File: src/dcs_pkg.sv
/*
 * Shared constants, types and decode helpers of the DDR command scheduler.
 * Assumes one fabric clock running at a quarter of the memory clock.
 */
package dcs_pkg;
	localparam int unsigned DCS_NUM_GM       = 4;    // Group state machines
	localparam int unsigned DCS_MCLK_PER_CYC = 4;    // Memory clocks per fabric cycle
	localparam int unsigned DCS_MCLK_SHIFT   = 2;    // log2 of the ratio above
	localparam int unsigned DCS_BUF_AW       = 6;    // Data buffer address width
	localparam int unsigned DCS_PREP_CYC     = 2;    // Cycles until a column command is safe
	localparam int unsigned DCS_WR_LAT_CYC   = 3;    // Issue to write data needed
	localparam int unsigned DCS_RD_LAT_CYC   = 5;    // Issue to read data available

	// Register map, one 32-bit word each
	localparam logic [7:0]  DCS_OFF_CTRL     = 8'h00;
	localparam logic [7:0]  DCS_OFF_GAP      = 8'h04;
	localparam logic [7:0]  DCS_OFF_STATUS   = 8'h08;
	localparam logic [7:0]  DCS_OFF_ISSUED   = 8'h0c;
	localparam int unsigned DCS_CTRL_POL_BIT = 0;
	localparam int unsigned DCS_CTRL_TECH_LSB = 1;
	localparam logic [2:0]  DCS_CTRL_RST     = 3'h0;
	localparam logic [7:0]  DCS_GAP_RST      = 8'h0c; // Memory clocks
	localparam logic [7:0]  DCS_SINCE_RST    = 8'hff;

	typedef enum logic [1:0] {
		DCS_DDR3     = 2'b00,
		DCS_DDR4_X8  = 2'b01,
		DCS_DDR4_X16 = 2'b10
	} dcs_tech_t;

	typedef enum logic {
		DCS_ROUND_ROBIN_REORDER     = 1'b0,
		DCS_ACCEPTANCE_ORDER_POLICY = 1'b1
	} dcs_order_t;

	typedef enum logic [1:0] {
		DCS_GM_IDLE = 2'b00,
		DCS_GM_PREP = 2'b01,
		DCS_GM_SAFE = 2'b10
	} dcs_gm_state_t;

	typedef struct packed {
		logic                  write;
		logic [1:0]            bg;
		logic [2:0]            ba;
		logic [15:0]           row;
		logic [9:0]            col;
		logic [DCS_BUF_AW-1:0] buf_addr;
	} dcs_req_t;

	typedef struct packed {
		logic [1:0] gm;
		dcs_req_t   req;
	} dcs_cmd_t;

	// Group state machine index from technology, bank group and bank
	function automatic logic [1:0] dcs_map_gm(input dcs_tech_t tech, input logic [1:0] bg,
		input logic [2:0] ba);
		unique case (tech)
			DCS_DDR3:     dcs_map_gm = ba[2:1];
			DCS_DDR4_X8:  dcs_map_gm = bg;
			DCS_DDR4_X16: dcs_map_gm = {bg[0], ba[0]};
			default:      dcs_map_gm = ba[2:1];
		endcase
	endfunction : dcs_map_gm
endpackage : dcs_pkg

File: src/dcs_scheduler.sv
/*
 * Column command scheduler: request buffer, four group state machines,
 * read-first round-robin or acceptance-order arbitration, read-to-write gap,
 * and timing strobes for the external read and write data movers.
 * Assumes requester, PHY and movers share mclk; data never enters here.
 */
// Decided for this implementation: the register addresses and the address-and-strobe port.
`timescale 1ns/1ps
// Contract
// - Present write buffer address cycle before data
// - Read data with address, unbuffered, unordered
// - Exactly four group state machines
// - Each machine holds one, in order
// - Machine freed once column command issues
// - Same-machine requests never reordered
// - Reads preferred when reordering is enabled
// - Read issue blocks writes for gap
// - Round-robin among machines with safe commands
// - Acceptance_order_policy policy issues in acceptance order
// - DDR3 machine index is BA[2:1]
// - DDR4 x4/x8 machine n serves group n
// - DDR4 x16 index is {BG, BA[0]}
// - Only timing strobes to data movers
module dcs_scheduler
	import dcs_pkg::*;
#(
	parameter int unsigned NUM_GM     = DCS_NUM_GM,
	parameter int unsigned WR_LAT_CYC = DCS_WR_LAT_CYC,
	parameter int unsigned RD_LAT_CYC = DCS_RD_LAT_CYC
) (
	input  wire logic                  mclk,
	input  wire logic                  rst_b,
	input  wire logic [7:0]            reg_addr,
	input  wire logic [31:0]           reg_wdata,
	input  wire logic                  reg_wr,
	input  wire logic                  reg_rd,
	output logic [31:0]                reg_rdata,
	input  wire logic                  cal_done,
	input  wire logic                  req_valid,
	input  wire dcs_req_t              req,
	output logic                       req_ready,
	output logic                       cmd_valid,
	output dcs_cmd_t                   cmd,
	output logic                       wr_buf_req,
	output logic [DCS_BUF_AW-1:0]      wr_buf_addr,
	output logic                       wr_mover_take,
	output logic                       rd_buf_valid,
	output logic [DCS_BUF_AW-1:0]      rd_buf_addr,
	output logic                       rd_mover_take
);
	initial begin
		if (NUM_GM != 4) $error("dcs_scheduler: exactly four group machines supported");
		if (WR_LAT_CYC < 2 || WR_LAT_CYC > 16) $error("dcs_scheduler: WR_LAT_CYC range");
		if (RD_LAT_CYC < 2 || RD_LAT_CYC > 16) $error("dcs_scheduler: RD_LAT_CYC range");
	end

	localparam int WR_ISSUE_DLY = WR_LAT_CYC - 1;
	localparam int RD_ISSUE_DLY = RD_LAT_CYC - 1;

	// Register state
	logic [2:0]  ctrl_r;
	logic [7:0]  gap_r;
	logic [31:0] issued_r;
	logic [31:0] rdata_r;
	dcs_order_t  pol_act_r;
	dcs_tech_t   tech_act_r;

	// Buffer and dispatch
	logic        bq_valid;
	logic        bq_ready;
	logic [1:0]  bq_level;
	logic [$bits(dcs_req_t)-1:0] bq_bits;
	dcs_req_t    bq_req;
	logic [1:0]  tgt;
	logic        cfg_pend;
	logic        dispatch;

	// Group machines and arbitration
	logic [3:0]  gm_free;
	logic [3:0]  gm_safe;
	logic [3:0]  gm_wr;
	dcs_req_t    gm_held [4];
	logic [3:0]  load_vec;
	logic [3:0]  cand;
	logic [3:0]  rd_cand;
	logic [3:0]  pool;
	logic [3:0]  gnt;
	logic [1:0]  gnt_idx;
	logic [1:0]  rr_ptr_r;
	logic [7:0]  gap_cnt_r;
	logic [7:0]  gap_cyc;
	logic [8:0]  gap_sum;
	logic        gap_block;

	// Acceptance order queue
	logic [1:0]  ord_q [4];
	logic [1:0]  ord_head_r;
	logic [1:0]  ord_tail_r;
	logic [2:0]  ord_cnt_r;

	// Output flops and data mover pipelines
	logic        cmd_valid_r;
	dcs_cmd_t    cmd_r;
	logic [WR_LAT_CYC-2:0] wr_v_r;
	logic [DCS_BUF_AW-1:0] wr_a_r [WR_LAT_CYC-1];
	logic [RD_LAT_CYC-2:0] rd_v_r;
	logic [DCS_BUF_AW-1:0] rd_a_r [RD_LAT_CYC-1];
	logic        wr_buf_req_r;
	logic [DCS_BUF_AW-1:0] wr_buf_addr_r;
	logic        wr_take_r;
	logic        rd_valid_r;
	logic [DCS_BUF_AW-1:0] rd_addr_r;
	logic        rd_take_r;
	logic [7:0]  since_rd_r;

	assign reg_rdata     = rdata_r;
	assign cmd_valid     = cmd_valid_r;
	assign cmd           = cmd_r;
	assign wr_buf_req    = wr_buf_req_r;
	assign wr_buf_addr   = wr_buf_addr_r;
	assign wr_mover_take = wr_take_r;
	assign rd_buf_valid  = rd_valid_r;
	assign rd_buf_addr   = rd_addr_r;
	assign rd_mover_take = rd_take_r;

	// Register writes; unmapped offsets are ignored
	always_ff @(posedge mclk) begin
		if (!rst_b) begin
			ctrl_r <= DCS_CTRL_RST;
			gap_r  <= DCS_GAP_RST;
		end else if (reg_wr) begin
			if (reg_addr == DCS_OFF_CTRL) ctrl_r <= reg_wdata[2:0];
			if (reg_addr == DCS_OFF_GAP)  gap_r  <= reg_wdata[7:0];
		end
	end

	// Read data stands one cycle after the strobe, zero otherwise
	always_ff @(posedge mclk) begin
		if (!rst_b) begin
			rdata_r <= 32'h0;
		end else begin
			rdata_r <= 32'h0;
			if (reg_rd) begin
				unique case (reg_addr)
					DCS_OFF_CTRL:   rdata_r <= {29'h0, ctrl_r};
					DCS_OFF_GAP:    rdata_r <= {24'h0, gap_r};
					DCS_OFF_STATUS: rdata_r <= {19'h0, ord_cnt_r, bq_level, tech_act_r,
						pol_act_r, gap_block, gm_free};
					DCS_OFF_ISSUED: rdata_r <= issued_r;
					default:        rdata_r <= 32'h0;
				endcase
			end
		end
	end

	// Policy and technology switch only with all machines empty, so the
	// order queue never sees a half-finished mix of the two policies
	assign cfg_pend = (ctrl_r[DCS_CTRL_POL_BIT] != pol_act_r)
		|| (ctrl_r[DCS_CTRL_TECH_LSB +: 2] != tech_act_r);
	always_ff @(posedge mclk) begin
		if (!rst_b) begin
			pol_act_r  <= DCS_ROUND_ROBIN_REORDER;
			tech_act_r <= DCS_DDR3;
		end else if (cfg_pend && (&gm_free) && !cmd_valid_r) begin
			pol_act_r  <= dcs_order_t'(ctrl_r[DCS_CTRL_POL_BIT]);
			tech_act_r <= dcs_tech_t'(ctrl_r[DCS_CTRL_TECH_LSB +: 2]);
		end
	end

	dcs_req_buf #(
		.WIDTH     ($bits(dcs_req_t))
	) u_req_buf (
		.mclk      (mclk),
		.rst_b     (rst_b),
		.in_valid  (req_valid),
		.in_ready  (req_ready),
		.in_data   (req),
		.out_valid (bq_valid),
		.out_ready (bq_ready),
		.out_data  (bq_bits),
		.level     (bq_level)
	);

	// Head request goes to its machine only when that machine is free,
	// which keeps same-machine requests in arrival order
	assign bq_req   = dcs_req_t'(bq_bits);
	assign tgt      = dcs_map_gm(tech_act_r, bq_req.bg, bq_req.ba);
	assign bq_ready = cal_done && !cfg_pend && gm_free[tgt];
	assign dispatch = bq_valid && bq_ready;

	genvar gi;
	generate
		for (gi = 0; gi < 4; gi++) begin : g_gm
			assign load_vec[gi] = dispatch && (tgt == 2'(gi));
			assign gm_wr[gi]    = gm_held[gi].write;
			dcs_group_machine #(
				.PREP_CYC (DCS_PREP_CYC)
			) u_gm (
				.mclk     (mclk),
				.rst_b    (rst_b),
				.load     (load_vec[gi]),
				.load_req (bq_req),
				.grant    (gnt[gi]),
				.free     (gm_free[gi]),
				.safe     (gm_safe[gi]),
				.held     (gm_held[gi])
			);
		end
	endgenerate

	// Acceptance order of machines, used only under the acceptance_order_policy policy
	always_ff @(posedge mclk) begin
		if (!rst_b) begin
			ord_head_r <= 2'h0;
			ord_tail_r <= 2'h0;
			ord_cnt_r  <= 3'h0;
		end else if (pol_act_r == DCS_ACCEPTANCE_ORDER_POLICY) begin
			ord_tail_r <= 2'(ord_tail_r + {1'b0, dispatch});
			ord_head_r <= 2'(ord_head_r + {1'b0, |gnt});
			ord_cnt_r  <= 3'(ord_cnt_r + {2'h0, dispatch} - {2'h0, |gnt});
		end
	end

	always_ff @(posedge mclk) begin
		if (dispatch) begin
			ord_q[ord_tail_r] <= tgt;
		end
	end

	// Read-to-write gap converted from memory clocks, rounded up
	assign gap_sum   = 9'({1'b0, gap_r}) + 9'(DCS_MCLK_PER_CYC - 1);
	assign gap_cyc   = 8'(gap_sum >> DCS_MCLK_SHIFT);
	assign gap_block = (gap_cnt_r != 8'h0);
	assign rd_cand   = gm_safe & ~gm_wr;
	assign cand      = rd_cand | (gm_safe & gm_wr & {4{!gap_block}});

	// Candidate pool by policy
	always_comb begin
		pool = 4'h0;
		if (pol_act_r == DCS_ACCEPTANCE_ORDER_POLICY) begin
			// Only the oldest accepted request may go, reads first or not
			if (ord_cnt_r != 3'h0) pool = cand & (4'h1 << ord_q[ord_head_r]);
		end else if (|rd_cand) begin
			pool = rd_cand;
		end else begin
			pool = cand;
		end
	end

	// Round-robin pick starting at the machine after the last winner
	always_comb begin
		logic [1:0] idx;
		logic       found;
		idx     = 2'h0;
		found   = 1'b0;
		gnt_idx = 2'h0;
		for (int k = 0; k < 4; k++) begin
			idx = 2'(rr_ptr_r + 2'(k));
			if (!found && pool[idx]) begin
				gnt_idx = idx;
				found   = 1'b1;
			end
		end
		gnt = found ? (4'h1 << gnt_idx) : 4'h0;
	end

	always_ff @(posedge mclk) begin
		if (!rst_b) begin
			rr_ptr_r <= 2'h0;
		end else if (|gnt) begin
			rr_ptr_r <= 2'(gnt_idx + 2'h1);
		end
	end

	// Gap counter loads on each read grant and holds writes off
	always_ff @(posedge mclk) begin
		if (!rst_b) begin
			gap_cnt_r <= 8'h0;
		end else if ((|gnt) && !gm_wr[gnt_idx]) begin
			gap_cnt_r <= gap_cyc;
		end else if (gap_block) begin
			gap_cnt_r <= 8'(gap_cnt_r - 8'h1);
		end
	end

	// Column command toward the PHY; it never stalls
	always_ff @(posedge mclk) begin
		if (!rst_b) begin
			cmd_valid_r <= 1'b0;
			cmd_r       <= '0;
			issued_r    <= 32'h0;
		end else begin
			cmd_valid_r <= |gnt;
			if (|gnt) begin
				cmd_r    <= '{gm: gnt_idx, req: gm_held[gnt_idx]};
				issued_r <= 32'(issued_r + 32'h1);
			end
		end
	end

	// Data mover timing pipelines; only addresses and strobes travel here
	always_ff @(posedge mclk) begin
		if (!rst_b) begin
			wr_v_r <= '0;
			rd_v_r <= '0;
		end else begin
			wr_v_r <= (WR_LAT_CYC-1)'({wr_v_r, (|gnt) && gm_wr[gnt_idx]});
			rd_v_r <= (RD_LAT_CYC-1)'({rd_v_r, (|gnt) && !gm_wr[gnt_idx]});
		end
	end

	always_ff @(posedge mclk) begin
		wr_a_r[0] <= gm_held[gnt_idx].buf_addr;
		rd_a_r[0] <= gm_held[gnt_idx].buf_addr;
		for (int s = 1; s < WR_LAT_CYC - 1; s++) wr_a_r[s] <= wr_a_r[s-1];
		for (int s = 1; s < RD_LAT_CYC - 1; s++) rd_a_r[s] <= rd_a_r[s-1];
	end

	// Address one cycle ahead, mover takes master data the next cycle
	always_ff @(posedge mclk) begin
		if (!rst_b) begin
			wr_buf_req_r  <= 1'b0;
			wr_buf_addr_r <= '0;
			wr_take_r     <= 1'b0;
		end else begin
			wr_buf_req_r  <= wr_v_r[WR_LAT_CYC-2];
			wr_buf_addr_r <= wr_a_r[WR_LAT_CYC-2];
			wr_take_r     <= wr_buf_req_r;
		end
	end

	// Read address leaves with the data; no stall exists by design
	always_ff @(posedge mclk) begin
		if (!rst_b) begin
			rd_valid_r <= 1'b0;
			rd_addr_r  <= '0;
			rd_take_r  <= 1'b0;
		end else begin
			rd_valid_r <= rd_v_r[RD_LAT_CYC-2];
			rd_addr_r  <= rd_a_r[RD_LAT_CYC-2];
			rd_take_r  <= rd_v_r[RD_LAT_CYC-2];
		end
	end

	// Cycles since the last read command reached the PHY, for checking
	always_ff @(posedge mclk) begin
		if (!rst_b) begin
			since_rd_r <= DCS_SINCE_RST;
		end else if (cmd_valid_r && !cmd_r.req.write) begin
			since_rd_r <= 8'h1;
		end else if (since_rd_r != 8'hff) begin
			since_rd_r <= 8'(since_rd_r + 8'h1);
		end
	end

	a_gap_before_write: assert property (@(posedge mclk) disable iff (!rst_b)
		cmd_valid_r && cmd_r.req.write |-> {1'b0, since_rd_r} > {1'b0, gap_cyc})
		else $error("Write issued inside read-to-write gap");
	a_reads_first: assert property (@(posedge mclk) disable iff (!rst_b)
		(pol_act_r == DCS_ROUND_ROBIN_REORDER) && (|gnt) && gm_wr[gnt_idx]
		|-> !(|(gm_safe & ~gm_wr)))
		else $error("Write granted while a read was safe");
	a_acceptance_order_policy_head: assert property (@(posedge mclk) disable iff (!rst_b)
		(pol_act_r == DCS_ACCEPTANCE_ORDER_POLICY) && (|gnt)
		|-> gnt_idx == ord_q[ord_head_r] && ord_cnt_r != 3'h0)
		else $error("Acceptance_order_policy policy issued out of acceptance order");
	a_rr_fair: assert property (@(posedge mclk) disable iff (!rst_b)
		(|gnt) ##1 ((|gnt) && pool[2'($past(gnt_idx) + 2'h1)])
		|-> gnt_idx == 2'($past(gnt_idx) + 2'h1))
		else $error("Round-robin skipped the machine after the last winner");
	a_wr_addr_time: assert property (@(posedge mclk) disable iff (!rst_b)
		cmd_valid_r && cmd_r.req.write |-> ##WR_ISSUE_DLY wr_buf_req_r
		##1 wr_mover_take)
		else $error("Write buffer address or take strobe mistimed");
	a_rd_return: assert property (@(posedge mclk) disable iff (!rst_b)
		cmd_valid_r && !cmd_r.req.write |-> ##RD_ISSUE_DLY rd_valid_r && rd_take_r
		&& rd_addr_r == $past(cmd_r.req.buf_addr, RD_ISSUE_DLY))
		else $error("Read return address or strobe mistimed");
	a_map_ddr3: assert property (@(posedge mclk) disable iff (!rst_b)
		dispatch && tech_act_r == DCS_DDR3 |-> load_vec == (4'h1 << bq_req.ba[2:1]))
		else $error("DDR3 request sent to wrong machine");
	a_map_ddr4_x8: assert property (@(posedge mclk) disable iff (!rst_b)
		dispatch && tech_act_r == DCS_DDR4_X8 |-> load_vec == (4'h1 << bq_req.bg))
		else $error("DDR4 x8 request sent to wrong machine");
	a_map_ddr4_x16: assert property (@(posedge mclk) disable iff (!rst_b)
		dispatch && tech_act_r == DCS_DDR4_X16
		|-> load_vec == (4'h1 << {bq_req.bg[0], bq_req.ba[0]}))
		else $error("DDR4 x16 request sent to wrong machine");
	a_reset_idle: assert property (@(posedge mclk) disable iff (!rst_b)
		$rose(rst_b) |-> gm_free == 4'hf && gap_cnt_r == 8'h0 && !cmd_valid_r)
		else $error("Scheduler not idle after reset");
endmodule : dcs_scheduler

File: src/dcs_req_buf.sv
/*
 * Two-entry request buffer with valid/ready on both sides.
 * Assumes the source honours in_ready and the sink may stall at will.
 */
`timescale 1ns/1ps
module dcs_req_buf
	import dcs_pkg::*;
#(
	parameter int unsigned WIDTH = 8
) (
	input  wire logic             mclk,
	input  wire logic             rst_b,
	input  wire logic             in_valid,
	output logic                  in_ready,
	input  wire logic [WIDTH-1:0] in_data,
	output logic                  out_valid,
	input  wire logic             out_ready,
	output logic [WIDTH-1:0]      out_data,
	output logic [1:0]            level
);
	initial begin
		if (WIDTH < 1) $error("dcs_req_buf: WIDTH must be positive");
	end

	logic [WIDTH-1:0] mem [2];
	logic             wr_ptr_r;
	logic             rd_ptr_r;
	logic [1:0]       cnt_r;
	logic [1:0]       cnt_nxt;
	logic             ready_r;
	logic             push;
	logic             pop;

	assign push      = in_valid && ready_r;
	assign pop       = out_valid && out_ready;
	assign out_valid = (cnt_r != 2'h0);
	assign out_data  = mem[rd_ptr_r];
	assign in_ready  = ready_r;
	assign level     = cnt_r;
	assign cnt_nxt   = 2'(cnt_r + {1'b0, push} - {1'b0, pop});

	// Ready is a flop so the master sees back-pressure without a comb path
	always_ff @(posedge mclk) begin
		if (!rst_b) begin
			cnt_r    <= 2'h0;
			ready_r  <= 1'b0;
			wr_ptr_r <= 1'b0;
			rd_ptr_r <= 1'b0;
		end else begin
			cnt_r    <= cnt_nxt;
			ready_r  <= (cnt_nxt != 2'h2);
			wr_ptr_r <= wr_ptr_r ^ push;
			rd_ptr_r <= rd_ptr_r ^ pop;
		end
	end

	// Storage needs no reset, count guards it
	always_ff @(posedge mclk) begin
		if (push) begin
			mem[wr_ptr_r] <= in_data;
		end
	end

	a_buf_no_overrun: assert property (@(posedge mclk) disable iff (!rst_b)
		push |-> cnt_r != 2'h2) else $error("Buffer written while full");
endmodule : dcs_req_buf

File: src/dcs_group_machine.sv
/*
 * One group state machine: holds a single transaction until its column
 * command is granted. Assumes load only while free.
 */
`timescale 1ns/1ps
module dcs_group_machine
	import dcs_pkg::*;
#(
	parameter int unsigned PREP_CYC = DCS_PREP_CYC
) (
	input  wire logic     mclk,
	input  wire logic     rst_b,
	input  wire logic     load,
	input  wire dcs_req_t load_req,
	input  wire logic     grant,
	output logic          free,
	output logic          safe,
	output dcs_req_t      held
);
	initial begin
		if (PREP_CYC < 1 || PREP_CYC > 15) $error("dcs_group_machine: PREP_CYC out of range");
	end

	dcs_gm_state_t state_r;
	logic [3:0]    prep_r;

	assign free = (state_r == DCS_GM_IDLE);
	assign safe = (state_r == DCS_GM_SAFE);

	// One transaction at a time; freed the cycle after its grant
	always_ff @(posedge mclk) begin
		if (!rst_b) begin
			state_r <= DCS_GM_IDLE;
			prep_r  <= 4'h0;
		end else begin
			unique case (state_r)
				DCS_GM_IDLE: if (load) begin
					state_r <= DCS_GM_PREP;
					prep_r  <= 4'(PREP_CYC - 1);
				end
				DCS_GM_PREP: if (prep_r == 4'h0) begin
					state_r <= DCS_GM_SAFE;
				end else begin
					prep_r <= 4'(prep_r - 4'h1);
				end
				DCS_GM_SAFE: if (grant) begin
					state_r <= DCS_GM_IDLE;
				end
				default: state_r <= DCS_GM_IDLE;
			endcase
		end
	end

	// Payload captured on load only
	always_ff @(posedge mclk) begin
		if (load && free) begin
			held <= load_req;
		end
	end

	a_gm_single_hold: assert property (@(posedge mclk) disable iff (!rst_b)
		load |-> free) else $error("Group machine loaded while busy");
	a_gm_free_on_issue: assert property (@(posedge mclk) disable iff (!rst_b)
		grant |=> free) else $error("Group machine not free after column issue");
endmodule : dcs_group_machine

File: config.mk
export PLATFORM = sky130hd
export DESIGN_NAME = dcs_scheduler
export DESIGN_NICKNAME = d
export VERILOG_FILES = /design/src/dcs_pkg.sv /design/src/dcs_scheduler.sv /design/src/dcs_req_buf.sv /design/src/dcs_group_machine.sv
export SDC_FILE = /design/constraint.sdc
export NUM_CORES = 1
export LEC_CHECK = 0
export ABC_AREA = 0
export BUFFER_PORTS_ARGS = -buffer_cell sky130_fd_sc_hd__buf_2
export CAP_MARGIN = 40
export CORE_ASPECT_RATIO = 1.75
export CORE_MARGIN = 1.5
export CORE_UTILIZATION = 60
export CTS_BUF_LIST = sky130_fd_sc_hd__clkbuf_8
export CTS_CLUSTER_DIAMETER = 50
export DETAILED_ROUTE_END_ITERATION = 10
export PLACE_DENSITY = 0.88
export SLEW_MARGIN = 20
export SYNTH_ARGS = -nofsm -noshare
export SYNTH_HDL_FRONTEND = slang
export SYNTH_SLANG_ARGS = --single-unit
File: constraint.sdc
create_clock -name mclk -period 19 [get_ports mclk]
set_clock_uncertainty 0.1 [all_clocks]
set_input_delay 3.8 -clock mclk [delete_from_list [all_inputs] [get_ports mclk]]
set_output_delay 3.8 -clock mclk [all_outputs]
set_load 0.01 [all_outputs]
== Word level (Yosys, flattened, before mapping) ==
Memories as Yosys holds them, arrays and structs flattened. A register that Yosys moved wholly into a read port is not among the register bits.
Index checks and enable logic that the tools add are counted.

* $add $sub $neg: 17
* $lt $le $gt $ge: 7
* Eq/ne operators: 35
* Shift operators: 2
* Muxes and demuxes: 66
* Bitwise gates (word level): 10
* Reductions and logical operators: 62

{| class="wikitable"
|+ Operator list
! kind !! number
|-
| $pmux W32 S4 || 1
|-
| $bmux W38 S2 || 1
|-
| $mux W38 || 2
|-
| $mux W4 || 12
|-
| $mux W2 || 18
|-
| $add A32 B1 Y32 const B || 1
|-
| $pmux W4 S2 || 4
|-
| $pmux W2 S3 || 4
|-
| $reduce_and A3 Y1 || 8
|-
| $logic_and A1 B1 Y1 || 19
|-
| $lt A2 B3 Y1 const B || 6
|-
| $ne A2 B2 Y1 const B || 9
|-
| $and A4 B4 Y4 || 4
|-
| $eq A8 B4 Y1 const B || 2
|-
| $logic_not A4 Y1 || 4
|-
| $ne A2 B1 Y1 const B || 8
|-
| $sub A4 B1 Y4 const B || 4
|-
| $mux W1 || 15
|-
| $eq A2 B2 Y1 const B || 7
|-
| $mux W7 || 2
|-
| $bmux W1 S2 || 6
|-
| $eq A2 B1 Y1 const B || 6
|-
| $reduce_bool A2 Y1 || 6
|-
| $logic_not A2 Y1 || 5
|-
| other kinds (28) || 45
|}

* Register bits: 326
* Memory bits (writable): 120
* Input port bits: 84
* Output and inout port bits: 90
* Logic and storage cells: 264
* Memories kept: 4

{| class="wikitable"
|+ Memory list
! name !! depth !! bits a word !! rd ports !! clocked after Yosys merged registers in !! write ports !! RTL line !! source
|-
| u_req_buf.mem || 2 || 38 || 1 || 1 || 1 || dcs_req_buf.sv:25 || <nowiki>logic [WIDTH-1:0] mem [2];</nowiki>
|-
| rd_a_r || 4 || 6 || 4 || 1 || 4 || dcs_scheduler.sv:107 || <nowiki>logic [DCS_BUF_AW-1:0] rd_a_r [RD_LAT_CYC-1];</nowiki>
|-
| wr_a_r || 2 || 6 || 2 || 1 || 2 || dcs_scheduler.sv:105 || <nowiki>logic [DCS_BUF_AW-1:0] wr_a_r [WR_LAT_CYC-1];</nowiki>
|-
| ord_q || 4 || 2 || 1 || 1 || 1 || dcs_scheduler.sv:96 || <nowiki>logic [1:0] ord_q [4];</nowiki>
|}

== Longest topological paths before layout ==
Gate-level depths: netlist of the first run.

* Word-level depth: 25
* Gate-level depth with buffers: 19
* Gate-level depth less buffers: 16

== By module ==
From an unflattened synthesis of the first run, not the netlist that was laid out.

* Cells, all modules: 1,310
* Area total of the unflattened synthesis: 17,249.0 µm²

{| class="wikitable"
|+ By module, submodules not included
! module !! times used !! cells an instance !! area each (µm²) !! sequential area each (µm²)
|-
| dcs_scheduler || 1 || 862 || 8,329.2 || 3,903.7
|-
| dcs_group_machine || 4 || 76 || 1,477.7 || 1,261.2
|-
| dcs_req_buf || 1 || 144 || 3,009.1 || 2,402.3
|}

== Least setup slack after synthesis of the first run ==
OpenSTA, ideal clock, no wires.

* Kind: in2reg
* From: input cal_done
* To: register g_gm[2].u_gm.prep_r[3]
* Library setup time: 0.281 ns
* Arrival: 8.539 ns
* Required time: 18.619 ns
* Slack: 10.080 ns
* Cell stages on the path: 7
* Buffers on the path: 0
* Path through: o21ai_0 -> or4_1 -> nor3b_1 -> a21oi_1 -> nor4_1 -> xnor2_1 -> nor3_1

* Cells in the longest elaborated chain, start to end: 6

{| class="wikitable"
|+ RTL lines
! what !! RTL line !! source
|-
| from (decl) || dcs_scheduler.sv:38 || <nowiki>input wire logic cal_done,</nowiki>
|-
| $logic_and A1 B1 Y1 (2 in a row) || dcs_scheduler.sv:188 || <nowiki>assign bq_ready = cal_done && !cfg_pend && gm_free[tgt];</nowiki>
|-
| $logic_and A1 B1 Y1 || dcs_scheduler.sv:189 || <nowiki>assign dispatch = bq_valid && bq_ready;</nowiki>
|-
| $logic_and A1 B1 Y1 || dcs_scheduler.sv:194 || <nowiki>assign load_vec[gi] = dispatch && (tgt == 2'(gi));</nowiki>
|-
| $ne A2 B1 Y1 (no source line) || -- ||
|-
| $reduce_and A3 Y1 (no source line) || -- ||
|-
| to (signal assigned) || dcs_group_machine.sv:39 || <nowiki>prep_r <= 4'(PREP_CYC - 1);</nowiki>
|-
| to (signal assigned) || dcs_group_machine.sv:44 || <nowiki>prep_r <= 4'(prep_r - 4'h1);</nowiki>
|-
| to (decl) || dcs_group_machine.sv:25 || <nowiki>logic [3:0] prep_r;</nowiki>
|}

No other way between the ends.
A chain may end at the register's enable or synchronous reset.

== Worst setup path after layout of the first run ==
* From: input cal_done
* To: register u_req_buf.ready_r, in the netlist u_req_buf.in_ready

* Cells in the longest elaborated chain, start to end: 5

{| class="wikitable"
|+ RTL lines
! what !! RTL line !! source
|-
| $logic_and A1 B1 Y1 (2 in a row) || dcs_scheduler.sv:188 ||
|-
| $logic_and A1 B1 Y1 || dcs_req_buf.sv:35 || <nowiki>assign pop = out_valid && out_ready;</nowiki>
|-
| $sub A2 B1 Y2 || dcs_req_buf.sv:40 || <nowiki>assign cnt_nxt = 2'(cnt_r + {1'b0, push} - {1'b0, pop});</nowiki>
|-
| $ne A2 B2 Y1 || dcs_req_buf.sv:51 || <nowiki>ready_r <= (cnt_nxt != 2'h2);</nowiki>
|-
| to (signal assigned) || dcs_req_buf.sv:51 ||
|-
| to (decl) || dcs_req_buf.sv:30 || <nowiki>logic ready_r;</nowiki>
|}

No other way between the ends.

==> results.json, run 1 <==
{
  "status": "completed",
  "drv_cap": 0,
  "finalCritPeriodShare_pct": 31.4,
  "final_cell_area_um2": 19500,
  "fin_nets": 1544,
  "clock-root-buffer": "clkbuf_8",
  "grt_start_max_net_pins": 70,
  "clkSinkCount": 449,
  "relSlewSlack_pct": 49.4,
  "dr.pass1.iters": 5,
  "layout-drive-gt1-share_pct": 22.5,
  "synth_edf_count": 236,
  "fp-row-count": 81,
  "grtUsageTotal_pct": 23.1,
  "dieHeight_um": 226,
  "rr_endpoint": "cmd[28]",
  "syn_inst": 1260,
  "worstPathArrival_ns": 6.42,
  "critical_path_class": "in -> reg",
  "path_max_fanout": 7,
  "layout_commonest_cell": "edfxtp_1",
  "start_util_pct": 60.8,
  "hp-class": "reg -> reg",
  "cts_tree": "done",
  "async_flop_share_pct": 0,
  "ys_warn_count": 0,
  "setup_tns_ns": 0,
  "io_pins": 174,
  "ys.flop_type": "edfxtp_1",
  "sequentialPowerShare_pct": 52.1,
  "h-tree-depth": 2,
  "rr_startpoint": "gap_cnt_r[2]",
  "hold_viol": 0,
  "gp_routability_congestion": 0.850,
  "placed_cells": 1746,
  "grt_pass1_vias": 10800,
  "critPathMaxStageDelay_ns": 0.67,
  "post-route-util_pct": 69.6,
  "worstSetupStartpointType": "primary input",
  "multiInputGateArea_um2": 5280,
  "dpl.hpwl_mm": 21.4,
  "netlist_area_um2": 17000,
  "clockBufferDepth": 3,
  "synth_fp_nets": 1370,
  "p_switching_mw": 0.594,
  "grt-ovfl-total": 0,
  "die_w_um": 130,
  "irDropWorstVdd_uv": 80.1,
  "p_leak_nw": 7.90,
  "min_path_cells": 0,
  "cell_internal_pwr_mw": 1.70,
  "synth.top_cell.area_share_pct": 41.6,
  "period_minus_slack_ns": 5.97,
  "timing.fmax_ghz": 0.167,
  "drcViolationCount": 0,
  "cts_resized": 0,
  "fillCellCount": 1914,
  "synth_area_leaders": "edfxtp_1, dfxtp_1, mux2i_1",
  "synthDistinctLibCells": 62,
  "post_cts_buffers": 0,
  "rsz0062_at_grt": "no",
  "ys_seq_area_share_pct": 66.7,
  "yosys.area.top_type": "edfxtp_1",
  "worst_pin_slew_ns": 0.757,
  "cts_inserted_buffers": 58,
  "path_clk_slew_ns": 0.07,
  "antenna_found_initial": 2,
  "drt-vias-per-instance": 5.60,
  "layout_common_cells": "edfxtp_1, dfxtp_1, buf_2",
  "p_comb_share_pct": 15.5,
  "pwr-share-clk_pct": 32.4,
  "seq_area_um2": 11400,
  "num_vias": 10400,
  "cp_cell_sequence": "buf_2 > o21ai_0 > or4_1 > a211oi_1 > buf_2 > ha_1 > inv_1 > ha_1 > xor2_1 > xnor2_1 > nor2_1 > nor2_1",
  "syn_area_per_cell_um2": 13.5,
  "critPathBufInv": 3,
  "core_area_um2": 28000,
  "rrSetupSlack_ns": 14.66,
  "required_ns": 19.45,
  "place_area_um2": 18200,
  "grt_pass1_wl_mm": 52.3,
  "crit_path_top_delay_cell": "or4_1",
  "wirelength_mm": 33.3,
  "layout.cells.non_filler": 1858,
  "wl_per_cell_um": 17.9,
  "insertion_delay_ns": 0.64,
  "drt_iter0_markers": 499,
  "worstSetupEndpointType": "register",
  "cts_hold_buffers": 0,
  "die-area_um2": 29400,
  "reg2reg_depth": 9,
  "slew_violations": 0,
  "swShare_pct": 25.9,
  "io_buffers": 149,
  "hold_path_end": "rd_a_r[3][3]",
  "syn_to_final_growth_pct": 14.4,
  "crit_family": "simple AND/OR/NAND/NOR gates",
  "power.density_nw_per_um2": 118,
  "path_depth": 12,
  "synth-seq-cells": 449,
  "final_antenna_net_count": 0,
  "setup_violations": 0,
  "hold_start": "rd_a_r[2][3]"
}
==> through the flow <==
| stage | power (mW) | hold WS, ns | worst slack, ns |
|---|---|---|---|
| 2_1_floorplan | 1.45 | 0.210 | 10.08 |
| 3_3_place_gp | 1.53 | 0.210 | 11.97 |
| 3_5_place_dp | 1.57 | 0.213 | 12.48 |
| 4_1_cts | 2.30 | 0.229 | 13.13 |
| 5_1_grt | 2.38 | 0.237 | 12.89 |
| 6_report | 2.29 | 0.228 | 13.03 |
==> registers in the layout, indices dropped and copies added (netlist names), 3 cells and up, named ones only <==
| signal | cells |
|---|---|
| issued_r | 32 |
| reg_rdata | 32 |
| rd_v_r | 4 |
| u_req_buf.mem | 76 |
| gap_r | 8 |
| ord_q | 8 |
| g_gm.u_gm.prep_r | 16 |
| wr_a_r | 12 |
| g_gm.u_gm.held | 152 |
| ord_cnt_r | 3 |
| ctrl_r | 3 |
| gap_cnt_r | 8 |
| g_gm.u_gm.state_r | 8 |
| cmd | 40 |
| wr_buf_addr | 6 |
| rd_a_r | 12 |
| rd_buf_addr | 6 |
==> synth_stat cells, types with 3 or more instances <==
library cell / count
dfxtp_1: 213
nand2b_1: 6
nor3_1: 20
nand3_1: 23
nor2b_1: 11
nand3b_1: 3
mux2i_1: 115
ha_1: 25
buf_2: 8
or3_1: 5
or3b_2: 7
clkbuf_1: 29
buf_6: 8
nand4_1: 9
nand2_1: 57
nor4b_1: 6
and2_1: 40
inv_2: 3
and3_1: 9
buf_4: 3
nor4_1: 6
nor2_1: 118
xnor2_1: 30
buf_1: 4
xor2_1: 25
o21ai_0: 26
a41oi_1: 3
mux2_2: 48
a211oi_1: 3
a21oi_1: 26
a2bb2oi_1: 22
o2bb2ai_1: 7
nor3b_1: 8
o22ai_1: 24
edfxtp_1: 236
inv_1: 34
mux4_2: 5
==> power groups by stage <==
stage | combinational (mW) | clock (mW) | sequential (mW)
2_1_floorplan | 0.251 | 0 | 1.20
3_3_place_gp | 0.321 | 0 | 1.21
3_5_place_dp | 0.353 | 0 | 1.21
4_1_cts | 0.356 | 0.756 | 1.19
5_1_grt | 0.388 | 0.795 | 1.20
6_report | 0.355 | 0.743 | 1.19
==> worst register-to-register path, cell delays in order, from the launching register on <==
cell and delay, ns:
dfxtp_1 0.35, or4_4 0.56, or4_4 0.56, a221o_1 0.46, o22ai_1 0.18, o22a_4 0.61, buf_4 0.72, mux2i_1 0.24
mux2_2 0.29, o21ai_0 0.18
==> worst max path at each step <==
stage | start | endpoint
after floorplan | cal_done | g_gm[2].u_gm.prep_r[3]
after global placement | cal_done | ord_cnt_r[2]
after detailed placement | cal_done | u_req_buf.in_ready
after CTS | cal_done | u_req_buf.in_ready
after global routing | cal_done | u_req_buf.in_ready
final | cal_done | u_req_buf.in_ready
==> logic make-up after synthesis <==
group | count (synthesis) | synth area share [%]
AOI/OAI and AO/OA | 130 | 5.21
xor gates and xnor gates | 55 | 2.83
adders and majority gates | 26 | 1.96
buffers and inverters | 91 | 2.49
DFF | 449 | 66.7
muxes | 169 | 10.7
and+or+nand+nor | 340 | 10.1
==> layout make-up <==
type / count / area share (%)
Tap cell: 373 / 2.40
Clock buffer: 73 / 5.16
Clock inverter: 36 / 1.36
Inverter: 39 / 0.752
Antenna cell: 2 / 0.0257
Timing Repair Buffer: 166 / 4.91
Sequential cell: 449 / 58.3
Multi-Input combinational cell: 720 / 27.1
==> metal layers <==
layer | wire (µm) | share of wire [%] | vias up | track usage (%)
met5 | 0 | 0 | - | 0
met4 | 1440 | 4.3 | 0 | 13.4
met3 | 1690 | 5.1 | 109 | 4.15
met2 | 18200 | 55 | 379 | 43.1
met1 | 11900 | 36 | 4990 | 23.6
li1 | - | - | 4919 | -
Power figures use the tool's default switching activity.
==> run 2, diff against run 1 <==
- CORE_UTILIZATION: 60 -> 55
- PLACE_DENSITY: 0.88 -> 0.85
- clock period: 19 -> 5 ns (I/O delays scaled with it)
==> results.json, run 2 (synthesis results as in run 1) <==
{
  "h-tree-depth": 2,
  "drt_iter0_markers": 619,
  "clockBufferDepth": 3,
  "syn_to_final_growth_pct": 15.2,
  "dr.pass1.iters": 6,
  "holdWs_ns": 0.228,
  "layout-drive-gt1-share_pct": 23.1,
  "p_leak_nw": 7.94,
  "dpl.hpwl_mm": 21.8,
  "io_pins": 174,
  "worstPathArrival_ns": 4.58,
  "required_ns": 5.41,
  "drt-vias-per-instance": 5.53,
  "antenna_found_initial": 1,
  "hp-class": "reg -> reg",
  "timing.fmax_ghz": 0.239,
  "path_depth": 8,
  "die-area_um2": 32000,
  "cts_inserted_buffers": 58,
  "clkSinkCount": 449,
  "cts_tree": "done",
  "power.density_nw_per_um2": 452,
  "relSlewSlack_pct": 48.5,
  "fillCellCount": 2198,
  "min_path_cells": 0,
  "layout_commonest_cell": "edfxtp_1",
  "drv_cap": 0,
  "grtUsageTotal_pct": 21.2,
  "fin_nets": 1551,
  "rsz0062_at_grt": "no",
  "cts_resized": 0,
  "die_w_um": 136,
  "gp_routability_congestion": 0.875,
  "grt_pass1_wl_mm": 52.7,
  "grt_start_max_net_pins": 60,
  "top_register": "g_gm.u_gm.held",
  "critical_path_class": "reg -> reg",
  "fp-row-count": 85,
  "crit_family": "simple AND/OR/NAND/NOR gates",
  "cp_cell_sequence": "or4_4 > or4_4 > a221o_1 > a222oi_1 > and3_1 > mux2i_1 > a22o_1 > mux2_4",
  "finalCritPeriodShare_pct": 83.5,
  "irDropWorstVdd_uv": 311,
  "final_antenna_net_count": 0,
  "worstSetupStartpointType": "register",
  "hold_viol": 0,
  "clock-root-buffer": "clkbuf_8",
  "status": "completed",
  "dieHeight_um": 236,
  "critPathBufInv": 0,
  "period_minus_slack_ns": 4.18,
  "worst_pin_slew_ns": 0.773,
  "insertion_delay_ns": 0.64,
  "start_util_pct": 55.6,
  "wirelength_mm": 33.2,
  "post-route-util_pct": 64.0,
  "crit_path_top_delay_cell": "and3_1",
  "reg2reg_depth": 8,
  "cts_hold_buffers": 0,
  "largest_reg_flops": 152,
  "layout_common_cells": "edfxtp_1, dfxtp_1, buf_2",
  "io_buffers": 149,
  "wl_per_cell_um": 17.6,
  "path_max_fanout": 13,
  "slew_violations": 0,
  "core_area_um2": 30600,
  "grt_pass1_vias": 10600,
  "setup_tns_ns": 0,
  "worstSetupEndpointType": "register",
  "setup_violations": 0,
  "grt-ovfl-total": 0,
  "critPathMaxStageDelay_ns": 0.58,
  "drcViolationCount": 0,
  "cpMostUsedCell": "or4_4",
  "path_clk_slew_ns": 0.07,
  "num_vias": 10400,
  "post_cts_buffers": 0
}
## run 2: final cells by class
class	count	area [µm²]	area share, %
clock inverters	43	418	2.13
clock buffers	67	922	4.70
inverters	39	146	0.747
well taps	391	489	2.49
repair buffers	173	981	5.00
flip-flops and latches	449	11400	57.9
multi-input cells	720	5300	27.0
diodes	1	2.50	0.0128
## run 2: worst reg2reg max path, stage by stage (launching register included)
cell and delay (ns):
dfxtp_1 0.35, or4_4 0.57, or4_4 0.55, a221o_1 0.44
a222oi_1 0.32, and3_1 0.58, mux2i_1 0.30, a22o_1 0.50
mux2_4 0.35
## run 2: power breakdown
group	total, mW	internal, mW	switching (mW)	leakage [nW]
logic	1.36	0.555	0.808	3.34
clock network	2.99	1.66	1.34	0.727
registers	4.51	4.37	0.142	3.87
## run 2: metrics by stage
stage                     total power [mW]  std cells  instance area [µm²]  setup slack (ns)
after floorplan                       5.53       1260                17000             0.493
after global placement                5.86       1766                18200              1.02
after detailed placement              5.95       1770                18300             0.936
after CTS                             8.93       1880                19600             0.877
after global routing                  9.25       1883                19600             0.681
final                                 8.87       1883                19600             0.824
## run 2: path summary, 6_finish.rpt
kind	from	end	slack, ns
setup / recovery	gap_cnt_r[2]	gap_cnt_r[6]	0.82
hold / removal	wr_a_r[0][4]	wr_a_r[1][4]	0.23
setup reg to reg	gap_cnt_r[2]	gap_cnt_r[6]	0.82
hold reg to reg	wr_a_r[0][4]	wr_a_r[1][4]	0.23
## run 2: routing by layer
layer	part of all wire (%)	GRT usage [%]	vias up
met1	36	21.9	5022
met5	0	0	-
met4	3.9	10.8	0
li1	-	-	4937
met2	55	40.1	338
met3	5.3	3.83	109
==> run 3, diff against run 2 <==
- ABC_AREA: 0 -> 1
- CORE_UTILIZATION: 55 -> 60
- PLACE_DENSITY: 0.85 -> 0.88
- clock period: 5 -> 4 ns (I/O delays scaled with it)
==> results.json, run 3 <==
{
  "fin_nets": 1971,
  "required_ns": 4.45,
  "h-tree-depth": 2,
  "syn_inst": 1689,
  "wirelength_mm": 40.2,
  "layout_common_cells": "nand2_1, edfxtp_1, dfxtp_1",
  "die-area_um2": 30800,
  "syn_area_per_cell_um2": 10.5,
  "hold_viol": 0,
  "start_util_pct": 60.8,
  "path_max_fanout": 16,
  "slew_violations": 0,
  "cts_tree": "done",
  "post_cts_buffers": 0,
  "grt-ovfl-total": 0,
  "layout-drive-gt1-share_pct": 19.3,
  "yosys.area.top_type": "edfxtp_1",
  "dieHeight_um": 231,
  "critical_path_class": "reg -> reg",
  "cts_resized": 0,
  "syn_to_final_growth_pct": 13.5,
  "grt_start_max_net_pins": 82,
  "gp_routability_congestion": 0.913,
  "pre_cts_ws_ns": 0.526,
  "io_buffers": 149,
  "worstSetupEndpointType": "register",
  "layout.cells.non_filler": 2294,
  "fin_ws_ns": 0.479,
  "synth_area_leaders": "edfxtp_1, dfxtp_1, nand2_1",
  "synthDistinctLibCells": 52,
  "period_minus_slack_ns": 3.52,
  "clkSinkCount": 449,
  "core_area_um2": 29300,
  "fp-row-count": 83,
  "layout_commonest_cell": "nand2_1",
  "ys_warn_count": 0,
  "clock-root-buffer": "clkbuf_8",
  "grt_pass1_wl_mm": 63.0,
  "io_pins": 174,
  "die_w_um": 133,
  "cts_hold_buffers": 0,
  "drt-vias-per-instance": 5.62,
  "relSlewSlack_pct": 48.6,
  "rsz0062_at_grt": "no",
  "path_clk_slew_ns": 0.07,
  "antenna_found_initial": 0,
  "ys.flop_type": "edfxtp_1",
  "final_antenna_net_count": 0,
  "clockBufferDepth": 3,
  "drt_iter0_markers": 885,
  "dr.pass1.iters": 7,
  "synth_fp_nets": 1799,
  "grtUsageTotal_pct": 26.1,
  "power.density_nw_per_um2": 725,
  "netlist_area_um2": 17800,
  "dpl.hpwl_mm": 26.4,
  "grt_pass1_vias": 13200,
  "wl_per_cell_um": 17.5,
  "finalCritPeriodShare_pct": 88.0,
  "cts_inserted_buffers": 59,
  "drv_cap": 0,
  "synth_edf_count": 236,
  "num_vias": 12900,
  "insertion_delay_ns": 0.62,
  "setup_tns_ns": 0,
  "insertedDiodeCount": 0,
  "status": "completed",
  "worstPathArrival_ns": 3.98,
  "synth_commonest_cells": "nand2_1, edfxtp_1, dfxtp_1",
  "ys_seq_area_share_pct": 63.7,
  "placed_cells": 2182,
  "timing.fmax_ghz": 0.284,
  "hold_start": "wr_a_r[0][0]",
  "async_flop_share_pct": 0,
  "setup_violations": 0,
  "drcViolationCount": 0,
  "worstSetupStartpointType": "register",
  "p_leak_nw": 8.19,
  "irDropWorstVdd_uv": 567,
  "largest_reg_flops": 152,
  "synth.top_cell.area_share_pct": 39.8,
  "hp-class": "reg -> reg",
  "top_register": "g_gm.u_gm.held",
  "yosysMostFrequentCell": "nand2_1",
  "worst_pin_slew_ns": 0.771,
  "synth-seq-cells": 449
}
==> run 3: cell types whose count changed after synthesis, sizes merged, moves of 23 or more <==
cell,previous run,this run
a21oi,26,110
and2,40,0
inv,37,193
mux2i,115,13
nand2,57,296
nand3,23,79
nor3,20,55
o21ai,27,109
or2,1,24
xnor2,30,5
==> run 3: path summary, 6_finish.rpt <==
kind	end	slack, ns	cells past startpoint
worst max-delay path	ord_cnt_r[2]	0.48	15
worst min-delay path	wr_a_r[1][0]	0.22	0
worst min register to register	wr_a_r[1][0]	0.22	0
worst max register to register	ord_cnt_r[2]	0.48	15
==> run 3: report_power, final <==
part           internal, mW  leakage, nW  switching [mW]  total [mW]
combinational          1.68         3.61            3.45        5.12
clock                  1.72        0.693            1.65        3.38
sequential             5.82         3.88           0.341        6.16
==> run 3: worst max-delay path, stage by stage (launching register included) <==
cell     delay, ns
dfxtp_2       0.44
o21ai_0       0.55
a221o_1       0.26
nand2_1       0.11
inv_1         0.22
nor2_1        0.11
nand2_1       0.09
nand3_1       0.12
nor2_4        0.28
ha_1          0.21
inv_1         0.05
fa_1          0.37
a21oi_1       0.16
o21a_1        0.15
o21ai_0       0.07
a21oi_1       0.15
==> run 3: logic make-up (layout without fill, tap and decap cells) <==
kind of cell             count (synthesis)  count (layout)  synth area share (%)
AND/OR/NAND/NOR                        600             600                  15.1
flip-flops                             449             449                  63.7
AO/OA/AOI/OAI                          287             287                  9.27
buffers and inverters                  254             477                  5.90
multiplexers                            49              49                  3.01
adder cells (fa/ha/maj)                 26              26                  1.87
XOR/XNOR                                24              24                  1.18
==> run 3: cell type report <==
type,instances,area [µm²]
well taps,382,478
repair buffers,170,1010
clock inverters,39,208
multi-input cells,986,5430
clock buffers,73,1000
flip-flops and latches,449,11400
fillers,2065,9070
inverters,195,732
==> run 3: per-stage QoR <==
step / utilization (%) / power, mW / cell area [µm²] / hold WS [ns]
after floorplan: - / 9.85 / 17800 / 0.210
after global placement: 64.7 / 10.9 / 19000 / 0.210
after detailed placement: 64.9 / 11.3 / 19000 / 0.212
after CTS: 69.0 / 14.7 / 20200 / 0.216
after global routing: 69.0 / 15.4 / 20200 / 0.223
final: 69.0 / 14.7 / 20200 / 0.220
==> run 3: routing by layer <==
layer  track usage (%)  wire, µm
met1              26.5     13600
met2              49.1     21600
met3              3.93      2710
met4              16.5      2280
met5                 0         0
